$ cat config.mk
export PLATFORM = sky130hd
export DESIGN_NAME = acp_port
export DESIGN_NICKNAME = d
export VERILOG_FILES = /design/src/verilog/acp_pkg.sv /design/src/verilog/acp_stream_if.sv /design/src/verilog/acp_buf.sv /design/src/verilog/acp_port.sv
export VERILOG_INCLUDE_DIRS = /design/src /design/src/verilog
export SDC_FILE = /design/constraint.sdc
export NUM_CORES = 1
export LEC_CHECK = 0
export BUFFER_PORTS_ARGS = -buffer_cell sky130_fd_sc_hd__buf_2
export CAP_MARGIN = 20
export CORE_MARGIN = 2
export CORE_UTILIZATION = 59
export CTS_CLUSTER_SIZE = 25
export DETAILED_ROUTE_END_ITERATION = 8
export PLACE_DENSITY_LB_ADDON = 0.3
export SLEW_MARGIN = 20
export SYNTH_ARGS = -nofsm -noshare
export SYNTH_HDL_FRONTEND = slang
export SYNTH_HIERARCHICAL = 1
export SYNTH_SLANG_ARGS = --single-unit
$ cat constraint.sdc
create_clock -name clk_in -period 4.04 [get_ports clk_in]
set_input_delay 0.808 -clock clk_in [delete_from_list [all_inputs] [get_ports clk_in]]
set_output_delay 0.808 -clock clk_in [all_outputs]
set_load 0.05 [all_outputs]
$ cat src/verilog/acp_defines.svh
// constants for the parallel conversion port
`ifndef ACP_DEFINES_SVH
`define ACP_DEFINES_SVH

`define ACP_DATA_W 12
`define ACP_TOP_BIT 11
`define ACP_BOTTOM_BIT 0
`define ACP_CLK_NS 25
`define ACP_START_NS 40
`define ACP_START_CYC ((`ACP_START_NS) / (`ACP_CLK_NS))
`define ACP_CONV_CYC 48
`define ACP_CNT_W 8
`define ACP_BUF_DEPTH 2
`define ACP_RESULT_RST 12'h000

`endif

$ cat src/verilog/acp_pkg.sv
// types shared by the parallel conversion port
`include "acp_defines.svh"

package acp_pkg;

    typedef logic [`ACP_DATA_W-1:0] acp_word_t;
    typedef logic [`ACP_CNT_W-1:0] acp_cnt_t;

    // gray codes along idle -> convert -> push -> load -> idle
    typedef enum logic [1:0] {
        ACP_IDLE = 2'h0,
        ACP_CONV = 2'h1,
        ACP_PUSH = 2'h3,
        ACP_LOAD = 2'h2
    } acp_state_t;

    typedef struct packed {
        logic [1:0] cs_n_sync;
        logic [1:0] rc_sync;
        acp_word_t samp_s1;
        acp_word_t samp_s2;
        acp_cnt_t low_cnt;
        acp_state_t state;
        acp_cnt_t conv_cnt;
        acp_word_t hold;
        logic busy_n;
        logic oe;
        acp_word_t result;
    } acp_port_st_t;

    typedef struct packed {
        acp_word_t data0;
        acp_word_t data1;
        logic [1:0] count;
        logic rd_ptr;
        logic wr_ptr;
    } acp_buf_st_t;

endpackage

$ cat src/verilog/acp_stream_if.sv
// valid/ready word stream between the port and its buffer
`timescale 1ns/1ps

interface acp_stream_if;
    import acp_pkg::*;
    logic valid;
    logic ready;
    acp_word_t data;

    modport src (output valid, output data, input ready);
    modport snk (input valid, input data, output ready);
endinterface
$ cat src/verilog/acp_buf.sv
// two-entry result buffer with valid and ready on both sides
`timescale 1ns/1ps

module acp_buf
    import acp_pkg::*;
(
    input wire logic clk_in,
    input wire logic rst_n_in,
    acp_stream_if.snk fill,
    acp_stream_if.src drain
);

    acp_buf_st_t st_r;
    acp_buf_st_t st_nxt;
    logic do_push;
    logic do_pop;

    assign fill.ready = (st_r.count != 2'h2);
    assign drain.valid = (st_r.count != 2'h0);
    assign drain.data = st_r.rd_ptr ? st_r.data1 : st_r.data0;
    assign do_push = fill.valid && fill.ready;
    assign do_pop = drain.valid && drain.ready;

    always_comb begin
        st_nxt = st_r;
        if (do_push) begin
            if (st_r.wr_ptr) begin
                st_nxt.data1 = fill.data;
            end else begin
                st_nxt.data0 = fill.data;
            end
            st_nxt.wr_ptr = ~st_r.wr_ptr;
        end
        if (do_pop) begin
            st_nxt.rd_ptr = ~st_r.rd_ptr;
        end
        if (do_push && !do_pop) begin
            st_nxt.count = st_r.count + 2'h1;
        end else if (do_pop && !do_push) begin
            st_nxt.count = st_r.count - 2'h1;
        end
    end

    always_ff @(posedge clk_in or negedge rst_n_in) begin
        if (!rst_n_in) begin
            st_r <= '0;
        end else begin
            st_r <= st_nxt;
        end
    end

endmodule // acp_buf

$ cat src/verilog/acp_port.sv
// control and readout port of a 12-bit sampling converter
//
// Function
// - result bus undriven when select high, read/convert low, or converting
// - select low: read/convert falling edge holds the sample and starts conversion
// - select low, idle: read/convert rising edge drives stored result
// - read/convert low: select falling edge starts a conversion
// - read/convert high, idle: select falling edge enables stored result
// - busy low from start until result captured in output register
// - with select low and read high, data valid when busy rises
// - result is one 12-bit word, bit 11 most significant, bit 0 least
// - results are two's complement, sign on the top bit
// - start requests during busy low are ignored
// - controls combine as active-low levels, either may fall last
`timescale 1ns/1ps
`include "acp_defines.svh"

module acp_port
    import acp_pkg::*;
(
    input wire logic clk_in,
    input wire logic rst_n_in,
    input wire logic cs_n_in,
    input wire logic rc_in,
    input wire logic [`ACP_DATA_W-1:0] sample_in,
    output logic busy_n_out,
    output logic [`ACP_DATA_W-1:0] result_bits_out,
    output logic result_oe_out
);

    localparam acp_cnt_t START_CYC = acp_cnt_t'(`ACP_START_CYC);
    localparam acp_cnt_t START_NEED = (START_CYC == '0) ? acp_cnt_t'(1) : START_CYC;
    localparam acp_cnt_t CONV_LAST = acp_cnt_t'(`ACP_CONV_CYC - 1);

    logic [1:0] rst_sync_r;
    logic rst_n;

    acp_port_st_t st_r;
    acp_port_st_t st_nxt;

    acp_stream_if to_buf ();
    acp_stream_if from_buf ();

    logic cs_n_s;
    logic rc_s;
    logic start_lvl;
    logic start_fire;
    logic read_lvl;

    // reset released through two flops
    always_ff @(posedge clk_in or negedge rst_n_in) begin
        if (!rst_n_in) begin
            rst_sync_r <= 2'h0;
        end else begin
            rst_sync_r <= {rst_sync_r[0], 1'b1};
        end
    end

    assign rst_n = rst_sync_r[1];

    acp_buf u_buf (
        .clk_in(clk_in),
        .rst_n_in(rst_n),
        .fill(to_buf.snk),
        .drain(from_buf.src)
    );

    // second sync stages only are read by logic
    assign cs_n_s = st_r.cs_n_sync[1];
    assign rc_s = st_r.rc_sync[1];

    // both controls low together, in either order
    assign start_lvl = !cs_n_s && !rc_s;
    assign read_lvl = !cs_n_s && rc_s;

    // start fires once the combined low has lasted the qualifying samples
    assign start_fire = start_lvl && (st_r.low_cnt == START_NEED - acp_cnt_t'(1));

    assign to_buf.valid = (st_r.state == ACP_PUSH);
    assign to_buf.data = st_r.hold;
    // output register stays put while the bus shows it
    assign from_buf.ready = (st_r.state == ACP_LOAD) && !st_r.oe;

    always_comb begin
        st_nxt = st_r;
        st_nxt.cs_n_sync = {st_r.cs_n_sync[0], cs_n_in};
        st_nxt.rc_sync = {st_r.rc_sync[0], rc_in};
        st_nxt.samp_s1 = sample_in;
        st_nxt.samp_s2 = st_r.samp_s1;

        if (!start_lvl) begin
            st_nxt.low_cnt = '0;
        end else if (st_r.low_cnt != START_NEED) begin
            st_nxt.low_cnt = st_r.low_cnt + acp_cnt_t'(1);
        end

        case (st_r.state)
            ACP_IDLE: begin
                if (start_fire) begin
                    // sampler to hold: freeze the two's complement code
                    st_nxt.hold = st_r.samp_s2;
                    st_nxt.conv_cnt = '0;
                    st_nxt.busy_n = 1'b0;
                    st_nxt.state = ACP_CONV;
                end
            end
            ACP_CONV: begin
                // requests here are ignored
                if (st_r.conv_cnt == CONV_LAST) begin
                    st_nxt.state = ACP_PUSH;
                end else begin
                    st_nxt.conv_cnt = st_r.conv_cnt + acp_cnt_t'(1);
                end
            end
            ACP_PUSH: begin
                if (to_buf.ready) begin
                    st_nxt.state = ACP_LOAD;
                end
            end
            ACP_LOAD: begin
                if (from_buf.valid && from_buf.ready) begin
                    st_nxt.result = from_buf.data;
                    st_nxt.busy_n = 1'b1;
                    st_nxt.state = ACP_IDLE;
                end
            end
            default: begin
                st_nxt.state = ACP_IDLE;
            end
        endcase

        // drive only when selected, in read, and no conversion
        st_nxt.oe = read_lvl && (st_nxt.state == ACP_IDLE);
    end

    always_ff @(posedge clk_in or negedge rst_n) begin
        if (!rst_n) begin
            st_r <= '0;
            st_r.cs_n_sync <= 2'h3;
            st_r.rc_sync <= 2'h3;
            st_r.state <= ACP_IDLE;
            st_r.busy_n <= 1'b1;
            st_r.result <= `ACP_RESULT_RST;
        end else begin
            st_r <= st_nxt;
        end
    end

    assign busy_n_out = st_r.busy_n;
    assign result_bits_out = st_r.result;
    assign result_oe_out = st_r.oe;

endmodule // acp_port

==> results of run 1 <==
[final cells by class]
cell class	instances	area (um2)	area share, %
Tap cell	96	120	2.69
Sequential cell	102	2560	57.4
Multi-Input combinational cell	147	1400	31.4
Clock buffer	13	159	3.56
Timing Repair Buffer	31	160	3.59
Inverter	5	18.8	0.420
Clock inverter	3	42.5	0.953
[power by group]
part	switching [uW]	internal, uW	leakage, uW
combinational	147	250	0.000777
clock	313	320	0.0000996
sequential	146	1180	0.00131
[layer usage]
| metal | vias up | global-route usage [%] | part of all wire (%) |
|---|---|---|---|
| met3 | 9 | 5.18 | 3.1 |
| li1 | 974 | - | - |
| met4 | 0 | 6.71 | 1.6 |
| met2 | 25 | 26.1 | 48 |
| met1 | 1063 | 23.9 | 48 |
| met5 | - | 0 | 0 |
[logic make-up after synthesis]
group | count (synthesis)
fa+ha+maj | 5
xor+xnor | 11
other cells | 1
mux | 60
simple gates | 53
flops | 102
buf+inv | 25
compound gates | 17
[sequential cells by signal, summed over array words and instances (netlist names)]
name and cells:
st_r 30, u_buf/st_r 28, st_nxt 14, result_bits_out 12
to_buf.data 12, rst_sync_r 2, busy_n_out 1, cs_n_s 1
rc_s 1, result_oe_out 1
[layout by cell type (no fill, tap or decap), types with 4 or more instances in the layout]
| cell type | instances |
|---|---|
| nor2_1 | 8 |
| xor2_1 | 7 |
| ha_1 | 5 |
| xnor2_1 | 4 |
| o21ai_0 | 6 |
| nand2_1 | 8 |
| mux2_2 | 30 |
| clkbuf_8 | 11 |
| inv_1 | 5 |
| mux2_4 | 30 |
| buf_2 | 29 |
| and2_1 | 4 |
| dfrtp_1 | 96 |
| nand3_1 | 8 |
| dfstp_2 | 5 |
[worst max path at each step]
| stage | end | cells past startpoint | startpoint |
|---|---|---|---|
| finish | busy_n_out | 1 | busy_n_out |
| global route | busy_n_out | 1 | busy_n_out |
| CTS | busy_n_out | 1 | busy_n_out |
| detailed placement | result_bits_out[8] | 3 | st_r[34] |
| global placement | result_bits_out[4] | 3 | st_r[34] |
| floorplan | result_bits_out[0] | 0 | rst_sync_r[1] |
[per-stage QoR]
step	area, um2	total power (uW)	hold WS, ns	setup slack, ns
floorplan	4150	1660	0.331	0.997
global placement	4260	1730	0.332	2.30
detailed placement	4260	1750	0.335	2.23
CTS	4460	2390	0.209	2.06
global route	4460	2500	0.207	2.04
finish	4460	2360	0.225	2.09
==> impl_metrics.tcl, run 1 <==
set metrics [dict create \
    critPathBufInv 1 \
    globalRouteOverflowTotal 0 \
    drtPass1Iterations 5 \
    grt_first_pass_wirelength_mm 9.98 \
    synth_seq_cells 102 \
    tritoncts "yes" \
    synth_top_family_by_area "multiplexers" \
    arrival_ns 1.14 \
    synth_edf_count 0 \
    path_delay_family "flip-flops" \
    synth_compound_area_share_pct 2.87 \
    cts_sinks 102 \
    antenna_found_initial 0 \
    synthTopCellsByCount "dfrtp_1 (97), mux2_2 (30), mux2_4 (30)" \
    ys_types 44 \
    synth_seq_area_share_pct 61.7 \
    crit_type "reg2out" \
    critPathCaptureType "output pin" \
    post-route-util_pct 65.7 \
    synth_area_leader_cell "dfrtp_1" \
    r2r_end "st_r[30]" \
    finalCritPeriodShare_pct 48.3 \
    clk_pin_slew_ns 0.08 \
    synth_simple_gate_area_share_pct 8.00 \
    finalHoldViolCount 0 \
    syn_to_final_growth_pct 7.70 \
    rsz0062_at_grt "false" \
    setup_viol 0 \
    clk_latency_ns 0.35 \
    grt_max_degree 77 \
    routedWlPerCell_um 14.8 \
    yosysMostFrequentCell "dfrtp_1" \
    slew_headroom_pct 38.0 \
    gp_congestion 0.784 \
    rows 30 \
    slowest_stage "dfstp_2" \
    dieArea_um2 7710 \
    synth-xor-area-share_pct 2.32 \
    vias_per_cell 5.22 \
    die_width_um 87.8 \
    finalMaxSlewViolations 0 \
    h-tree-depth 3 \
    hold_buffers 0 \
    ys_top_cells_by_area "dfrtp_1 (59%), mux2_4 (11%), mux2_2 (8.1%)" \
    drt_wl_total_mm 5.90 \
    synth_top_area_share_pct 58.6 \
    fp.coreArea_um2 6790 \
    drcViolationCount 0 \
    max-clock-path-buffers 2 \
    dp_hpwl_mm 3.72 \
    die_h_um 87.8 \
    rr_worst_depth 5 \
    root_buffer "clkbuf_8" \
    numCtsBuffers 9 \
    cts_setup_buffers 0 \
    dominantRegCellSynth "dfrtp_1" \
    io_buffers 29 \
    synth_area_um2 4150 \
    start_kind "flop" \
    vdd.ir_drop.worst_mv 0.275 \
    hold_class "in2async" \
    r2r_start "st_r[26]" \
    drtAntennaViolNets 0 \
    drt_iter0_drc 102 \
    grt_pass1_vias 2085 \
    synth_warnings 6 \
    max_freq_ghz 0.512 \
    required_ns 3.23 \
    dp.cells 381 \
    fin_nets 317 \
    final_cells 397 \
    diodes 0 \
    tightest_slew_ns 0.929 \
    p_leak_uw 0.00218 \
    max_cap_viol_count 0 \
    io-pin-count 30 \
    synthArstFlopShare_pct 100 \
    syn_area_per_cell_um2 15.1 \
    syn_nets 295 \
    period_needed_ns 1.95 \
    crit_chain "buf_2" \
    path_max_fanout 2 \
    nFillCells 500 \
    rrSetupSlack_ns 2.20 \
    synthCells 274 \
    synthAdderAreaFrac_pct 1.51 \
    cts_resized 0 \
    critPathMaxStageDelay_ns 0.54 \
    p_per_area_nw_per_um2 529 \
    drive_above_1_share_pct 40.9 \
    status "completed" \
    finClkSkew_ns 0.00830 \
    synthMuxAreaShare_pct 19.0 \
    floorplan.initialDensity_pct 61.0 \
    num_vias 2071 \
    final.setup.tns_ns 0 \
    grt_usage_pct 17.3 \
]
Note: power is estimated with default switching activity, not from simulation.
==> inputs of run 2 (changes only) <==
--- a/config.mk
+++ b/config.mk
@@ -9,7 +9,7 @@
 export BUFFER_PORTS_ARGS = -buffer_cell sky130_fd_sc_hd__buf_2
 export CAP_MARGIN = 20
 export CORE_MARGIN = 2
-export CORE_UTILIZATION = 59
+export CORE_UTILIZATION = 53
 export CTS_CLUSTER_SIZE = 25
 export DETAILED_ROUTE_END_ITERATION = 8
 export PLACE_DENSITY_LB_ADDON = 0.3
==> constraint.sdc (replaced) <==
create_clock -name clk_in -period 1.7 [get_ports clk_in]
set_input_delay 0.34 -clock clk_in [delete_from_list [all_inputs] [get_ports clk_in]]
set_output_delay 0.34 -clock clk_in [all_outputs]
set_load 0.05 [all_outputs]
==> impl_metrics.tcl, run 2 (synthesis gave the netlist of run 1 again) <==
set metrics [dict create \
    status "completed" \
    fin_nets 323 \
    rsz0062_at_grt "false" \
    worstHoldStart "cs_n_in" \
    io_buffers 29 \
    gp_congestion 0.798 \
    nFillCells 611 \
    slowest_stage "dfrtp_1" \
    dp_hpwl_mm 4.00 \
    grt_usage_pct 16.0 \
    drt_wl_total_mm 6.01 \
    final.setup.worst_slack_ns 0.106 \
    final.setup.tns_ns 0 \
    antenna_found_initial 0 \
    hold_class "in2reg" \
    largest_register "st_r" \
    die_width_um 92.4 \
    post_dp_cell_area_um2 4360 \
    vdd.ir_drop.worst_mv 0.683 \
    vias_per_cell 5.01 \
    grt_first_pass_wirelength_mm 10.5 \
    crit_chain "nand3b_1, or3_4, or3_1, a21boi_1" \
    floorplan.initialDensity_pct 54.2 \
    drcViolationCount 0 \
    drive_above_1_share_pct 42.0 \
    path_max_fanout 7 \
    mostFrequentLayoutCell "dfrtp_1" \
    num_vias 2049 \
    die_h_um 92.4 \
    max-clock-path-buffers 2 \
    globalRouteOverflowTotal 0 \
    rrSetupSlack_ns 0.11 \
    critPathMaxStageDelay_ns 0.44 \
    drtAntennaViolNets 0 \
    routedWlPerCell_um 14.7 \
    required_ns 1.98 \
    numCtsBuffers 9 \
    design_area_um2 4570 \
    finalMaxSlewViolations 0 \
    p_leak_uw 0.00224 \
    largest_reg_flops 30 \
    hold_path_depth 1 \
    diodes 0 \
    start_kind "flop" \
    finClkSkew_ns 0.00637 \
    rr_worst_depth 4 \
    path_delay_family "simple AND/OR/NAND/NOR gates" \
    r2r_end "st_r[33]" \
    clk_pin_slew_ns 0.09 \
    max_cap_viol_count 0 \
    syn_to_final_growth_pct 10.2 \
    clk_latency_ns 0.35 \
    final_cell_mix "dfrtp_1 (96), mux2_2 (30), mux2_4 (30)" \
    worst_hold_path.endpoint "st_nxt[71]" \
    h-tree-depth 3 \
    cts_setup_buffers 0 \
    finalHoldViolCount 0 \
    critPathBufInv 0 \
    cts_sinks 102 \
    dieArea_um2 8540 \
    tritoncts "yes" \
    rows 32 \
    grt_max_degree 43 \
    setup_viol 0 \
    grt_pass1_vias 2185 \
    finalCritPeriodShare_pct 93.8 \
    p_per_area_nw_per_um2 1240 \
    drtPass1Iterations 4 \
    place_worst_setup_slack_ns 0.0996 \
    period_needed_ns 1.59 \
    drt_iter0_drc 58 \
    r2r_start "st_r[35]" \
    max_freq_ghz 0.627 \
    root_buffer "clkbuf_8" \
    critPathCaptureType "flop" \
    crit_type "reg2reg" \
    arrival_ns 1.87 \
    io-pin-count 30 \
    fp.coreArea_um2 7650 \
]
==> run 2: area by class of cell <==
| cell class | instances | area, um2 | share of cell area (%) |
|---|---|---|---|
| inverters | 5 | 18.8 | 0.411 |
| well taps | 102 | 128 | 2.79 |
| repair buffers | 37 | 258 | 5.64 |
| clock inverters | 5 | 57.6 | 1.26 |
| multi-input cells | 147 | 1400 | 30.7 |
| clock buffers | 11 | 141 | 3.10 |
| flip-flops and latches | 102 | 2560 | 56.1 |
==> run 2: worst max path at each step <==
stage / start / to / slack, ns / depth (start not counted)
after floorplan: result_oe_out / result_bits_out[10] / 0.03 / 5
after global placement: st_r[34] / result_bits_out[7] / 0.15 / 4
after detailed placement: st_r[35] / st_r[33] / 0.1 / 4
after CTS: st_r[35] / st_r[33] / 0.09 / 4
after global routing: st_r[26] / st_r[32] / 0.03 / 4
final: st_r[35] / st_r[33] / 0.11 / 4
==> run 2: timing repair <==
action | CTS | global route
gates resized for setup | 0 | 1
hold buffers | 1 | 0
endpoints found under the hold margin | 2 | 0
endpoints found under the setup margin | 0 | 1
==> run 2: routing by layer <==
layer  up-vias  track usage, %  share of wire, %
li1        991               -                 -
met1      1024            20.4                47
met2        27            26.1                48
met3         7            4.80               3.3
met4         0            5.35               1.3
met5         -               0                 0
==> run 2: worst reg2reg max path, stage by stage (launching register included) <==
cell and delay (ns):
dfrtp_1 0.44, nand3b_1 0.20, or3_4 0.36, or3_1 0.36
a21boi_1 0.16
==> run 2: power breakdown <==
part | internal, uW | switching [uW]
clock network | 725 | 781
logic | 623 | 372
registers | 2820 | 331
total | 4160 | 1480
==> run 2: metrics by stage <==
stage	utilization (%)	instances	total power, uW	hold WS [ns]
after floorplan	-	274	3940	0.0444
after global placement	57.0	392	4130	0.125
after detailed placement	57.0	392	4200	0.126
after CTS	59.7	409	5740	0.0485
after global routing	59.7	409	5970	0.0517
final	59.7	409	5650	0.0730
==> inputs of run 3 (changes only) <==
--- a/config.mk
+++ b/config.mk
@@ -6,12 +6,12 @@
 export SDC_FILE = /design/constraint.sdc
 export NUM_CORES = 1
 export LEC_CHECK = 0
-export BUFFER_PORTS_ARGS = -buffer_cell sky130_fd_sc_hd__buf_2
 export CAP_MARGIN = 20
-export CORE_MARGIN = 2
-export CORE_UTILIZATION = 53
+export CORE_MARGIN = 10
+export CORE_UTILIZATION = 56
 export CTS_CLUSTER_SIZE = 25
 export DETAILED_ROUTE_END_ITERATION = 8
+export DONT_BUFFER_PORTS = 1
 export PLACE_DENSITY_LB_ADDON = 0.3
 export SLEW_MARGIN = 20
 export SYNTH_ARGS = -nofsm -noshare
==> impl_metrics.tcl, run 3 (synthesis gave the netlist of run 1 again) <==
set metrics [dict create \
    r2r_start "st_r[34]" \
    drive_above_1_share_pct 35.7 \
    routedWlPerCell_um 16.5 \
    cts_setup_buffers 0 \
    dieArea_um2 11200 \
    crit_chain "nor3b_1, and2_1, buf_4, mux2_2" \
    h-tree-depth 3 \
    finalMaxSlewViolations 0 \
    fp.coreArea_um2 7210 \
    antenna_found_initial 0 \
    grt_max_degree 36 \
    drcViolationCount 0 \
    grt_first_pass_wirelength_mm 11.5 \
    tritoncts "yes" \
    grt_pass1_vias 2227 \
    tightest_slew_ns 0.508 \
    p_leak_uw 0.00216 \
    max_freq_ghz 0.631 \
    clk_pin_slew_ns 0.10 \
    critPathCaptureType "flop" \
    crit_type "reg2reg" \
    critPathBufInv 1 \
    final.setup.tns_ns 0 \
    start_kind "flop" \
    rows 31 \
    drt_wl_total_mm 6.52 \
    drtPass1Iterations 4 \
    num_vias 2032 \
    rsz0062_at_grt "false" \
    period_needed_ns 1.58 \
    slew_headroom_pct 66.1 \
    finalHoldViolCount 0 \
    drtAntennaViolNets 0 \
    cts_sinks 102 \
    io_buffers 0 \
    setup_viol 0 \
    path_max_fanout 11 \
    largest_reg_flops 30 \
    finalCritPeriodShare_pct 93.2 \
    clk_latency_ns 0.36 \
    arrival_ns 1.83 \
    dp_hpwl_mm 4.33 \
    whs_ns 0.196 \
    die_width_um 106 \
    largest_register "st_r" \
    globalRouteOverflowTotal 0 \
    vias_per_cell 5.13 \
    gp_congestion 0.753 \
    p_total_uw 5610 \
    final_cell_mix "dfrtp_1 (96), mux2_2 (30), mux2_4 (30)" \
    path_delay_family "simple AND/OR/NAND/NOR gates" \
    r2r_end "result_bits_out[6]" \
    required_ns 1.95 \
    die_h_um 106 \
    rrSetupSlack_ns 0.12 \
    p_per_area_nw_per_um2 1230 \
    diodes 0 \
    slowest_stage "dfrtp_1" \
    finClkSkew_ns 0.00837 \
    floorplan.initialDensity_pct 57.5 \
    syn_to_final_growth_pct 10.1 \
    max_cap_viol_count 0 \
    status "completed" \
    max-clock-path-buffers 2 \
    critPathMaxStageDelay_ns 0.44 \
    vdd.ir_drop.worst_mv 0.621 \
    root_buffer "clkbuf_8" \
    mostFrequentLayoutCell "dfrtp_1" \
    hold_class "in2async" \
    rr_worst_depth 4 \
    fin_nets 313 \
    io-pin-count 30 \
    numCtsBuffers 9 \
    grt_usage_pct 12.8 \
    drt_iter0_drc 68 \
]
run 3: power breakdown:
| group | switching (uW) | leakage (uW) | internal [uW] | total, uW |
|---|---|---|---|---|
| clock network | 847 | 0.0000914 | 595 | 1440 |
| registers | 337 | 0.00131 | 2820 | 3150 |
| logic | 376 | 0.000763 | 637 | 1010 |
| total | 1560 | 0.00216 | 4050 | 5610 |
run 3: what timing repair did:
action	CTS	global route
hold buffers	15	0
hold endpoints to repair	16	0
gates resized for setup	0	0
run 3: layout make-up:
class                      count  area [um2]
clock buffer                  10         138
sequential                   102        2560
timing repair buffer          27         265
inverter                       5        18.8
tap                           99         124
multi-input combinational    147        1400
clock inverter                 6        52.6
fill                         565        2650
run 3: metrics by stage:
step	std cells	utilization, %	instance area [um2]	setup WS (ns)
6_report	396	63.2	4560	0.116
5_1_grt	396	63.2	4560	0.0227
4_1_cts	396	63.2	4560	0.104
3_5_place_dp	365	58.5	4220	0.120
3_3_place_gp	365	58.5	4220	0.146
2_1_floorplan	274	-	4150	0.0286
run 3: how the worst max path moves through the flow:
stage,startpoint,to,slack (ns),cells past startpoint
after CTS,st_r[34],result_bits_out[6],0.10,4
final,st_r[34],result_bits_out[6],0.12,4
after global routing,st_r[35],result_bits_out[6],0.02,4
after detailed placement,st_r[34],result_bits_out[6],0.12,4
after floorplan,result_oe_out,result_bits_out[10],0.03,5
after global placement,st_r[39],to_buf.data[3],0.15,4
run 3: layer usage:
metal	wire, um	track usage (%)	up-vias
li1	-	-	965
met1	3020	15.9	1036
met2	3160	20.7	24
met3	259	4.41	7
met4	84	4.06	0
met5	0	0	-
